`config.mk`:
```
export PLATFORM = sky130hd
export DESIGN_NAME = cst_sysreg
export DESIGN_NICKNAME = d
export VERILOG_FILES = /design/src/design/cst_sysreg.v
export VERILOG_INCLUDE_DIRS = /design/src /design/src/design
export SDC_FILE = /design/constraint.sdc
export NUM_CORES = 1
export LEC_CHECK = 0
export ABC_CLOCK_PERIOD_IN_PS = 2300
export BUFFER_PORTS_ARGS = -buffer_cell sky130_fd_sc_hd__buf_4
export CAP_MARGIN = 20
export CORE_MARGIN = 3
export CORE_UTILIZATION = 48
export DETAILED_ROUTE_END_ITERATION = 8
export MAX_ROUTING_LAYER = met4
export PLACE_DENSITY = 0.84
export SETUP_SLACK_MARGIN = 0.2
export SKIP_CTS_REPAIR_TIMING = 1
export SLEW_MARGIN = 20
export SYNTH_ARGS = -nofsm -noshare
export SYNTH_HDL_FRONTEND = slang
export SYNTH_SLANG_ARGS = --single-unit
export TNS_END_PERCENT = 20
```
`constraint.sdc`:
```
create_clock -name mclk_in -period 2.3 [get_ports mclk_in]
set_input_delay 0.23 -clock mclk_in [delete_from_list [all_inputs] [get_ports mclk_in]]
set_output_delay 0.23 -clock mclk_in [all_outputs]
set_load 0.05 [all_outputs]
```
`src/design/cst_defines.vh`:
```
// register offsets, field positions, reset values of the system register bank
// assumes byte addresses on a 10-bit word-aligned register port
`ifndef CST_DEFINES_VH
`define CST_DEFINES_VH

`define CST_ADDR_W         10
`define CST_OFF_EXCEPTION_VECTOR_BASE       10'h004
`define CST_OFF_CPU_CONTROL_REG      10'h00C
`define CST_OFF_ECR        10'h010
`define CST_OFF_DEBUG_RETURN_STATUS    10'h018
`define CST_OFF_DEBUG_RETURN_ADDRESS    10'h034
`define CST_OFF_CORE_DESCRIPTION_WORD_0    10'h100
`define CST_OFF_CORE_DESCRIPTION_WORD_1    10'h104
`define CST_OFF_COUNT      10'h108
`define CST_OFF_COMPARE    10'h10C
`define CST_OFF_BUS_ERROR_ADDRESS_REG       10'h13C
`define CST_OFF_SEC_FLASH  10'h1A0
`define CST_OFF_SEC_RAM    10'h1A4
`define CST_OFF_SEC_SP_SYS 10'h1B0
`define CST_OFF_SEC_SP_APP 10'h1B4

`define CST_CPU_CONTROL_REG_HOLD_BIT 17
`define CST_CPU_CONTROL_REG_W        18
`define CST_CPU_CONTROL_REG_RST      18'h0_4211

`define CST_ECR_W          7
`define CST_ECR_RST        7'h00
`define CST_ECR_LSB        2
`define CST_ECR_MSB        8
`define CST_ZERO32         32'h0000_0000
`define CST_ONE32          32'h0000_0001

`define CST_CFG0_PID_MSB   31
`define CST_CFG0_PID_LSB   24
`define CST_CFG0_REV_MSB   19
`define CST_CFG0_REV_LSB   16
`define CST_CFG0_AT_MSB    15
`define CST_CFG0_AT_LSB    13
`define CST_CFG0_AR_MSB    12
`define CST_CFG0_AR_LSB    10
`define CST_CFG0_MUT_MSB   9
`define CST_CFG0_MUT_LSB   7
`define CST_CFG0_FLG_MSB   6

`endif

```
`src/design/cst_sysreg.v`:
```
// core system registers with side effects and the cycle counter/compare timer
// assumes pipeline event strobes are one-cycle pulses on mclk_in
// What this block does
// - exception loads cause from offset bits 8:2
// - supervisor call, breakpoint, debug stop skip cause
// - interrupt cause comes from controller autovector
// - debug entry saves status; return restores it
// - debug entry saves pc; return restores it
// - bus error latches address; writes ignored
// - secure stack copies read current pointers
// - counter increments every cycle, no disable
// - reset clears counter; match clears unless hold
// - hold bit is control bit 17, reset 0
// - counter keeps counting while request pends
// - match raises request, counter restarts at zero unless hold
// - request goes out to interrupt controller
// - compare write clears pending request, unless a match in the same cycle
// - compare zero disables matching entirely
// - compare resets zero; both read/write
// - timer runs on the cpu-rate clock shared with the registers
// - description word 0 read-only id fields
// - description word 1 memory and cache sizes
`timescale 1ns/1ns
`include "cst_defines.vh"

module cst_sysreg #(
  parameter [7:0]  PROC_ID    = 8'h5A,   // arbitrary value
  parameter [3:0]  PROC_REV   = 4'h1,    // arbitrary value
  parameter [2:0]  ARCH_TYPE  = 3'h0,
  parameter [2:0]  ARCH_REV   = 3'h1,
  parameter [2:0]  MEM_UNIT   = 3'h0,
  parameter [6:0]  CAP_FLAGS  = 7'h00,
  parameter [31:0] CFG1_VALUE = 32'h0000_0000
) (
  input  wire        mclk_in,        // cpu-rate timer/register clock
  input  wire        srst_in,        // synchronous reset, high
  input  wire [9:0]  addr_in,        // register byte address
  input  wire [31:0] wdata_in,       // write data
  input  wire        wr_in,          // write strobe
  input  wire        rd_in,          // read strobe
  output reg  [31:0] rdata_out,      // read data, cycle after rd_in
  input  wire        exc_take_in,    // exception taken pulse
  input  wire        exc_no_cause_in,// scall/breakpoint/debug stop
  input  wire        exc_is_irq_in,  // taken exception is interrupt
  input  wire [31:0] exc_offset_in,  // vector offset of exception
  input  wire [31:0] irq_autovec_in, // autovector offset from controller
  input  wire        dbg_enter_in,   // debug mode entry pulse
  input  wire        dbg_return_in,  // return-from-debug pulse
  input  wire [31:0] status_in,      // current status word
  input  wire [31:0] pc_in,          // current program counter
  output reg         restore_out,    // restore strobe, one cycle
  output reg  [31:0] status_out,     // status word to restore
  output reg  [31:0] pc_out,         // program counter to restore
  input  wire        berr_in,        // data bus error pulse
  input  wire [31:0] berr_addr_in,   // physical address of bus error
  input  wire [31:0] sp_sys_in,      // current system stack pointer
  input  wire [31:0] sp_app_in,      // current application stack pointer
  output reg  [31:0] exception_vector_base_out,       // exception vector base
  output reg  [17:0] cpu_ctrl_out,   // cpu control fields
  output reg  [31:0] sec_flash_out,  // secure flash partition
  output reg  [31:0] sec_ram_out,    // secure ram partition
  output reg         cmp_irq_out     // compare interrupt request
);

  reg  [6:0]  cause_r;
  reg  [6:0]  cause_nxt;
  reg  [31:0] dbg_status_r;
  reg  [31:0] dbg_status_nxt;
  reg  [31:0] dbg_addr_r;
  reg  [31:0] dbg_addr_nxt;
  reg  [31:0] berr_addr_r;
  reg  [31:0] berr_addr_nxt;
  reg  [31:0] exception_vector_base_nxt;
  reg  [17:0] cpu_ctrl_nxt;
  reg  [31:0] sec_flash_nxt;
  reg  [31:0] sec_ram_nxt;
  reg  [31:0] count_r;
  reg  [31:0] count_nxt;
  reg  [31:0] compare_r;
  reg  [31:0] compare_nxt;
  reg         irq_nxt;
  reg  [31:0] rdata_nxt;
  wire [31:0] cfg0;
  wire [31:0] cause_src;
  wire        cause_load;
  wire        match;
  wire        match_clear;
  wire        we_exception_vector_base;
  wire        we_cpu_control_reg;
  wire        we_rsr;
  wire        we_rar;
  wire        we_count;
  wire        we_compare;
  wire        we_sflash;
  wire        we_sram;

  // one address compare, shared by write enables and read mux
  function hit;
    input [9:0] a;
    input [9:0] off;
    begin
      hit = (a == off);
    end
  endfunction

  // write enables, one per writable register
  assign we_exception_vector_base    = wr_in & hit(addr_in, `CST_OFF_EXCEPTION_VECTOR_BASE);
  assign we_cpu_control_reg   = wr_in & hit(addr_in, `CST_OFF_CPU_CONTROL_REG);
  assign we_rsr     = wr_in & hit(addr_in, `CST_OFF_DEBUG_RETURN_STATUS);
  assign we_rar     = wr_in & hit(addr_in, `CST_OFF_DEBUG_RETURN_ADDRESS);
  assign we_count   = wr_in & hit(addr_in, `CST_OFF_COUNT);
  assign we_compare = wr_in & hit(addr_in, `CST_OFF_COMPARE);
  assign we_sflash  = wr_in & hit(addr_in, `CST_OFF_SEC_FLASH);
  assign we_sram    = wr_in & hit(addr_in, `CST_OFF_SEC_RAM);

  // read-only identification word
  assign cfg0 = {PROC_ID, 4'h0, PROC_REV, ARCH_TYPE, ARCH_REV, MEM_UNIT, CAP_FLAGS};

  // cause source and load condition
  assign cause_src  = exc_is_irq_in ? irq_autovec_in : exc_offset_in;
  assign cause_load = exc_take_in & ~exc_no_cause_in;

  // compare zero turns matching off
  assign match       = (compare_r != `CST_ZERO32) && (count_r == compare_r);
  assign match_clear = match & ~cpu_ctrl_out[`CST_CPU_CONTROL_REG_HOLD_BIT];

  // exception cause next value
  always @* begin
    cause_nxt = cause_r;
    if (cause_load) begin
      cause_nxt = cause_src[`CST_ECR_MSB:`CST_ECR_LSB];
    end
  end

  always @(posedge mclk_in) begin
    if (srst_in) begin
      cause_r <= `CST_ECR_RST;
    end else begin
      cause_r <= cause_nxt;
    end
  end

  // debug entry capture wins over a software write
  always @* begin
    dbg_status_nxt = dbg_status_r;
    if (dbg_enter_in) begin
      dbg_status_nxt = status_in;
    end else if (we_rsr) begin
      dbg_status_nxt = wdata_in;
    end
  end

  always @* begin
    dbg_addr_nxt = dbg_addr_r;
    if (dbg_enter_in) begin
      dbg_addr_nxt = pc_in;
    end else if (we_rar) begin
      dbg_addr_nxt = wdata_in;
    end
  end

  // saved status, live until the next entry or write
  always @(posedge mclk_in) begin
    if (srst_in) begin
      dbg_status_r <= `CST_ZERO32;
    end else begin
      dbg_status_r <= dbg_status_nxt;
    end
  end

  always @(posedge mclk_in) begin
    if (srst_in) begin
      dbg_addr_r <= `CST_ZERO32;
    end else begin
      dbg_addr_r <= dbg_addr_nxt;
    end
  end

  // return from debug hands the saved words back
  always @(posedge mclk_in) begin
    if (srst_in) begin
      restore_out <= 1'b0;
      status_out  <= `CST_ZERO32;
      pc_out      <= `CST_ZERO32;
    end else begin
      restore_out <= dbg_return_in;
      if (dbg_return_in) begin
        status_out <= dbg_status_r;
        pc_out     <= dbg_addr_r;
      end
    end
  end

  // bus error address, software writes have no effect
  always @* begin
    berr_addr_nxt = berr_addr_r;
    if (berr_in) begin
      berr_addr_nxt = berr_addr_in;
    end
  end

  always @(posedge mclk_in) begin
    if (srst_in) begin
      berr_addr_r <= `CST_ZERO32;
    end else begin
      berr_addr_r <= berr_addr_nxt;
    end
  end

  // plain control registers, next values
  always @* begin
    exception_vector_base_nxt = exception_vector_base_out;
    if (we_exception_vector_base) begin
      exception_vector_base_nxt = wdata_in;
    end
  end

  always @* begin
    cpu_ctrl_nxt = cpu_ctrl_out;
    if (we_cpu_control_reg) begin
      cpu_ctrl_nxt = wdata_in[`CST_CPU_CONTROL_REG_W-1:0];
    end
  end

  always @* begin
    sec_flash_nxt = sec_flash_out;
    if (we_sflash) begin
      sec_flash_nxt = wdata_in;
    end
  end

  always @* begin
    sec_ram_nxt = sec_ram_out;
    if (we_sram) begin
      sec_ram_nxt = wdata_in;
    end
  end

  // control registers, straight from flip-flops
  always @(posedge mclk_in) begin
    if (srst_in) begin
      exception_vector_base_out <= `CST_ZERO32;
    end else begin
      exception_vector_base_out <= exception_vector_base_nxt;
    end
  end

  always @(posedge mclk_in) begin
    if (srst_in) begin
      cpu_ctrl_out <= `CST_CPU_CONTROL_REG_RST;
    end else begin
      cpu_ctrl_out <= cpu_ctrl_nxt;
    end
  end

  always @(posedge mclk_in) begin
    if (srst_in) begin
      sec_flash_out <= `CST_ZERO32;
    end else begin
      sec_flash_out <= sec_flash_nxt;
    end
  end

  always @(posedge mclk_in) begin
    if (srst_in) begin
      sec_ram_out <= `CST_ZERO32;
    end else begin
      sec_ram_out <= sec_ram_nxt;
    end
  end

  // counter next value: write, then match clear, then free increment
  always @* begin
    count_nxt = count_r + `CST_ONE32;
    if (we_count) begin
      count_nxt = wdata_in;
    end else if (match_clear) begin
      count_nxt = `CST_ZERO32;
    end
  end

  always @* begin
    compare_nxt = compare_r;
    if (we_compare) begin
      compare_nxt = wdata_in;
    end
  end

  // a match in the write cycle keeps the request set
  always @* begin
    irq_nxt = cmp_irq_out;
    if (match) begin
      irq_nxt = 1'b1;
    end else if (we_compare) begin
      irq_nxt = 1'b0;
    end
  end

  // timer on the cpu-rate clock shared with the registers
  always @(posedge mclk_in) begin
    if (srst_in) begin
      count_r <= `CST_ZERO32;
    end else begin
      count_r <= count_nxt;
    end
  end

  // match value
  always @(posedge mclk_in) begin
    if (srst_in) begin
      compare_r <= `CST_ZERO32;
    end else begin
      compare_r <= compare_nxt;
    end
  end

  // request pending level toward the interrupt controller
  always @(posedge mclk_in) begin
    if (srst_in) begin
      cmp_irq_out <= 1'b0;
    end else begin
      cmp_irq_out <= irq_nxt;
    end
  end

  // read mux
  // unmapped addresses read as zero
  always @* begin
    rdata_nxt = `CST_ZERO32;
    if (hit(addr_in, `CST_OFF_EXCEPTION_VECTOR_BASE)) begin
      rdata_nxt = exception_vector_base_out;
    end else if (hit(addr_in, `CST_OFF_CPU_CONTROL_REG)) begin
      rdata_nxt = {14'h0000, cpu_ctrl_out};
    end else if (hit(addr_in, `CST_OFF_ECR)) begin
      rdata_nxt = {25'h000_0000, cause_r};
    end else if (hit(addr_in, `CST_OFF_DEBUG_RETURN_STATUS)) begin
      rdata_nxt = dbg_status_r;
    end else if (hit(addr_in, `CST_OFF_DEBUG_RETURN_ADDRESS)) begin
      rdata_nxt = dbg_addr_r;
    end else if (hit(addr_in, `CST_OFF_CORE_DESCRIPTION_WORD_0)) begin
      rdata_nxt = cfg0;
    end else if (hit(addr_in, `CST_OFF_CORE_DESCRIPTION_WORD_1)) begin
      rdata_nxt = CFG1_VALUE;
    end else if (hit(addr_in, `CST_OFF_COUNT)) begin
      rdata_nxt = count_r;
    end else if (hit(addr_in, `CST_OFF_COMPARE)) begin
      rdata_nxt = compare_r;
    end else if (hit(addr_in, `CST_OFF_BUS_ERROR_ADDRESS_REG)) begin
      rdata_nxt = berr_addr_r;
    end else if (hit(addr_in, `CST_OFF_SEC_FLASH)) begin
      rdata_nxt = sec_flash_out;
    end else if (hit(addr_in, `CST_OFF_SEC_RAM)) begin
      rdata_nxt = sec_ram_out;
    end else if (hit(addr_in, `CST_OFF_SEC_SP_SYS)) begin
      rdata_nxt = sp_sys_in;
    end else if (hit(addr_in, `CST_OFF_SEC_SP_APP)) begin
      rdata_nxt = sp_app_in;
    end
  end

  // read data stands only in the cycle after the strobe
  always @(posedge mclk_in) begin
    if (srst_in) begin
      rdata_out <= `CST_ZERO32;
    end else if (rd_in) begin
      rdata_out <= rdata_nxt;
    end else begin
      rdata_out <= `CST_ZERO32;
    end
  end

endmodule // cst_sysreg

```
Word level (Yosys, flattened, before mapping)
Cells that the tools add are included.
{"block": "word_totals", "regBits": 379, "wordCells": 73, "in_bits": 276, "output_inout_bits": 212}
{"block": "classes", "mux": 23, "n_bitwise": 13, "addsub": 1, "n_reduce_logical": 6, "eq_ne": 15}
{"op": "2-to-1 mux 32 bit", "count": 20}
{"op": "== test 10 x 9 -> 1 bit, second input constant", "count": 9}
{"op": "adder 32 x 1 -> 32 bit, second input constant", "count": 1}
{"op": "== test 32 bit", "count": 1}
{"op": "nonzero test 32 bit", "count": 1}
{"op": "== test 10 x 5 -> 1 bit, second input constant", "count": 2}
{"op": "AND 1 bit", "count": 10}
{"op": "== test 10 x 3 -> 1 bit, second input constant", "count": 1}
{"op": "== test 10 x 4 -> 1 bit, second input constant", "count": 1}
{"op": "== test 10 x 6 -> 1 bit, second input constant", "count": 1}
{"op": "2-to-1 mux 9 bit", "count": 1}
{"op": "nonzero test 2 bit", "count": 3}
{"op": "NOT 1 bit", "count": 3}
{"op": "2-to-1 mux 1 bit", "count": 2}
{"op": "OR reduction 2 bit", "count": 1}
{"op": "logical AND 1 bit", "count": 1}

Logic depth before layout (Yosys ltp)
{"block": "logic_depth", "ltp_word": 15, "ltp_mapped": 9}

Worst setup path before layout
No wires, ideal clock.
{"block": "synth_timing", "path_kind": "input to register", "startpoint": "input port addr_in[7]", "endpoint": "register dbg_addr_r[30]", "setup_time_ns": 0.128, "path_slack_ns": 0.098, "t_arrival_ns": 2.074, "required_ns": 2.172, "path_stages": 9, "path_cell_list": "or4_1 -> buf_2 -> nor3_4 -> and2_1 -> buf_4 -> buf_6 -> mux2_1 -> mux2i_1 -> nor2_1"}
{"block": "synth_between", "elab_chain_cells": 3}
{"element": "start: declaration", "line": "cst_sysreg.v:37", "source": "input wire [9:0] addr_in,"}
{"element": "== test 10 x 6 -> 1 bit", "line": "cst_sysreg.v:102", "source": "hit = (a == off);"}
{"element": "AND 1 bit", "line": "cst_sysreg.v:110", "source": "assign we_rar = wr_in & hit(addr_in, `CST_OFF_DEBUG_RETURN_ADDRESS);"}
{"element": "nonzero test 2 bit (no source line)"}
{"element": "end signal: assignment", "line": "cst_sysreg.v:173", "source": "dbg_addr_r <= `CST_ZERO32;"}
{"element": "end signal: assignment", "line": "cst_sysreg.v:175", "source": "dbg_addr_r <= dbg_addr_nxt;"}
{"element": "end: declaration", "line": "cst_sysreg.v:69", "source": "reg [31:0] dbg_addr_r;"}
No other way between the ends.
A chain may end at the register's enable or synchronous reset.

Worst setup path after layout
{"block": "layout_timing", "startpoint": "register count_r[3]", "endpoint": "register count_r[1]"}
{"block": "layout_between", "elab_chain_cells": 5}
{"element": "start: declaration", "line": "cst_sysreg.v:77", "source": "reg [31:0] count_r;"}
{"element": "start signal: assignment", "line": "cst_sysreg.v:302", "source": "count_r <= `CST_ZERO32;"}
{"element": "start signal: assignment", "line": "cst_sysreg.v:304", "source": "count_r <= count_nxt;"}
{"element": "== test 32 bit", "line": "cst_sysreg.v:124", "source": "assign match = (compare_r != `CST_ZERO32) && (count_r == compare_r);"}
{"element": "logical AND 1 bit", "line": "cst_sysreg.v:124"}
{"element": "AND 1 bit", "line": "cst_sysreg.v:125", "source": "assign match_clear = match & ~cpu_ctrl_out[`CST_CPU_CONTROL_REG_HOLD_BIT];"}
{"element": "2-to-1 mux 32 bit", "line": "cst_sysreg.v:277", "source": "end else if (match_clear) begin"}
{"element": "2-to-1 mux 32 bit", "line": "cst_sysreg.v:275", "source": "if (we_count) begin"}
No other way between the ends.

==> reports/qor.yml <==
dieArea_mm2: 0.0405
io_pins: 488
antenna_found_initial: 2
grt_pass1_vias: 19600
root_buffer: "clkbuf_16"
path_class: "register to register"
start_util_pct: 49.4
final_cell_mix: "buf_4 (606), nand2_1 (446), dfxtp_1 (371)"
status: "finished, violations left"
fin_crit_ps: 2180
tns_ps: 0
wirelength_mm: 90.5
dp_hpwl_mm: 64.5
vias: 20800
hold_class: "primary input to register"
drive_gt1_share_pct: 27.9
maxCapViolCount: 0
fin_nets: 3127
cp_num_buf_inv: 1
syn_nets: 2516
rsz0062_at_grt: "true"
die_w_um: 201
wire_per_inst_um: 26.8
drc: 0
min-delay-start: "pc_in[12]"
clock-sinks: 379
hold_ws_ps: -11.3
r2r_start: "count_r[3]"
cp.required_ps: 2810
netlist_area_mm2: 0.0183
synth_edf_count: 0
fin_util_pct: 70.5
vdd_drop_max_mv: 0.618
slew_violations: 0
slowest_stage: "dfxtp_1"
final_common_cell: "buf_4"
finClkSkew_ps: 14.1
postRouteAntennaNets: 0
synth.avg_cell_area_um2: 8.17
htreeDepth: 2
core_area_mm2: 0.0370
viasPerCell: 6.13
clkTransAtPathRegs_ps: 60
ff2ff_setup_slack_ps: 120
powerDensity_mw_per_mm2: 599
insertion_delay_ps: 580
worst_pin_slew_ps: 1020
p_leak_nw: 11.1
grt_max_degree: 179
arrival_ps: 2690
ys_types: 68
fmaxAchievable_mhz: 458
synth-main-ff-cell: "dfxtp_1"
startpoint_type: "register"
finalPower_mw: 15.6
grt_pass1_wl_mm: 125
rows: 70
firstDrtPassIters: 5
setup_violations: 0
r2r_end: "count_r[1]"
fin_crit_sh_pct: 94.9
async_reset_ff_share_pct: 0
reg2regPathDepth: 7
portBuffers: 437
grt_use_total_pct: 41.8
cpPeakStageDelay_ps: 470
worst-path-max-fanout: 32
clockBufferDepth: 3
die_y_um: 201
drtIter0Drc: 2471
violations: "negative hold slack"
holdPathStages: 3
area_delta_synth_final_pct: 42.8
ys_seq_area_share_pct: 41.5
hold_viol_final: 2
gr-total-overflow: 0
synth-seq-cells: 379
cts-buffers-inserted: 41
worst_hold_path.endpoint: "dbg_addr_r[12]"
slew_headroom_pct: 32.0
syn-instance-count: 2239
cts_tree: "yes"
cp-end-kind: "register"
crit_family: "simple AND/OR/NAND/NOR gates"
yosys_warnings: 0
gp_congestion: 1.03
crit_chain: "xor2_1, nor4_2, nand4_1, nor4_4, buf_12, or3b_2, a21oi_2"
[worst register-to-register path, cell delays in order (launching register included)]
cell,delay (ps)
dfxtp_1,470
xor2_1,450
nor4_2,120
nand4_1,190
nor4_4,60
buf_12,190
or3b_2,480
a21oi_2,150
[synth_stat cells (all sizes together) (4+ instances only)]
library cell | n | area, um^2
xor2 | 54 | 473
or3 | 43 | 269
nand2 | 446 | 1670
inv | 8 | 30.0
nand3b | 4 | 30.0
nand3 | 30 | 150
o311ai | 9 | 78.8
a22o | 6 | 52.6
a2111oi | 5 | 43.8
nand4 | 17 | 106
mux2i | 179 | 1790
clkbuf | 131 | 492
mux4 | 6 | 135
a311oi | 9 | 78.8
nor2b | 12 | 75.1
a32o | 7 | 70.1
nor2 | 217 | 825
and3 | 12 | 75.1
mux2 | 60 | 676
dfxtp | 379 | 7590
a221oi | 5 | 43.8
o21ai | 83 | 415
a21oi | 255 | 1280
and2 | 7 | 43.8
a2bb2oi | 4 | 35.0
a211oi | 12 | 90.1
xnor2 | 8 | 70.1
a32oi | 8 | 70.1
a22oi | 50 | 375
nor3 | 14 | 97.6
buf | 57 | 284
o211ai | 10 | 75.1
nor4 | 23 | 174
o22ai | 24 | 150
[stage by stage]
step                hold slack [ps]  cells  worst slack, ps  cell area, um^2
finish                        -11.3   3384              118            26100
global route                   1.07   3383              102            26100
CTS                            -133   3265             75.5            24900
detailed placement              462   3195             -267            23500
global placement                454   3195             -234            23500
floorplan                       351   2239              103            18400
[cell families (layout without fill, tap and decap cells)]
group	Yosys count	count (layout)	share of synthesized area, %
other cells	0	3	0
compound gates	514	514	16.9
xor+xnor	62	62	2.97
mux	245	245	14.2
simple gates	842	842	20.0
buf+inv	196	834	4.40
fa+ha+maj	1	1	0.0684
flops	379	379	41.5
[area by class of cell]
type	instances	area (um^2)
multi-input combinational	1664	10100
inverter	8	30.0
fill	2808	10900
tap	504	631
clock inverter	19	235
clock buffer	51	1140
timing repair buffer	756	6400
antenna	3	7.51
sequential	379	7600
[how the worst max path moves through the flow]
| stage | slack [ps] | start | cells past startpoint | endpoint |
|---|---|---|---|---|
| after floorplan | 100 | addr_in[7] | 9 | dbg_addr_r[14] |
| after global placement | -230 | addr_in[7] | 8 | rdata_out[10] |
| after detailed placement | -270 | addr_in[7] | 8 | rdata_out[10] |
| after CTS | 80 | count_r[2] | 7 | count_r[1] |
| after global routing | 100 | count_r[3] | 7 | count_r[1] |
| final | 120 | count_r[3] | 7 | count_r[1] |
[state kept, by name, indices dropped and copies added, names as in the netlist, 7 cells and up]
| signal | cells |
|---|---|
| rdata_out | 32 |
| pc_out | 32 |
| dbg_addr_r | 32 |
| sec_flash_out | 32 |
| exception_vector_base_out | 32 |
| cause_r | 7 |
| cpu_ctrl_out | 18 |
| berr_addr_r | 32 |
| count_r | 32 |
| status_out | 32 |
| sec_ram_out | 32 |
| dbg_status_r | 32 |
| compare_r | 32 |
[metal layers]
| layer | GRT usage, % | vias up | part of all wire (%) |
|---|---|---|---|
| li1 | - | 9051 | - |
| met1 | 48.6 | 9851 | 36 |
| met2 | 67.6 | 1477 | 47 |
| met3 | 8.36 | 378 | 9.9 |
| met4 | 23.9 | 0 | 7.7 |
| met5 | - | - | 0 |
[power by group]
part / total [mW] / internal, mW / switching, mW
clock network: 6.93 / 3.99 / 2.94
registers: 6.87 / 6.72 / 0.155
logic: 1.85 / 0.828 / 1.02
total: 15.6 / 11.5 / 4.11
(Power assumes the default switching activity.)
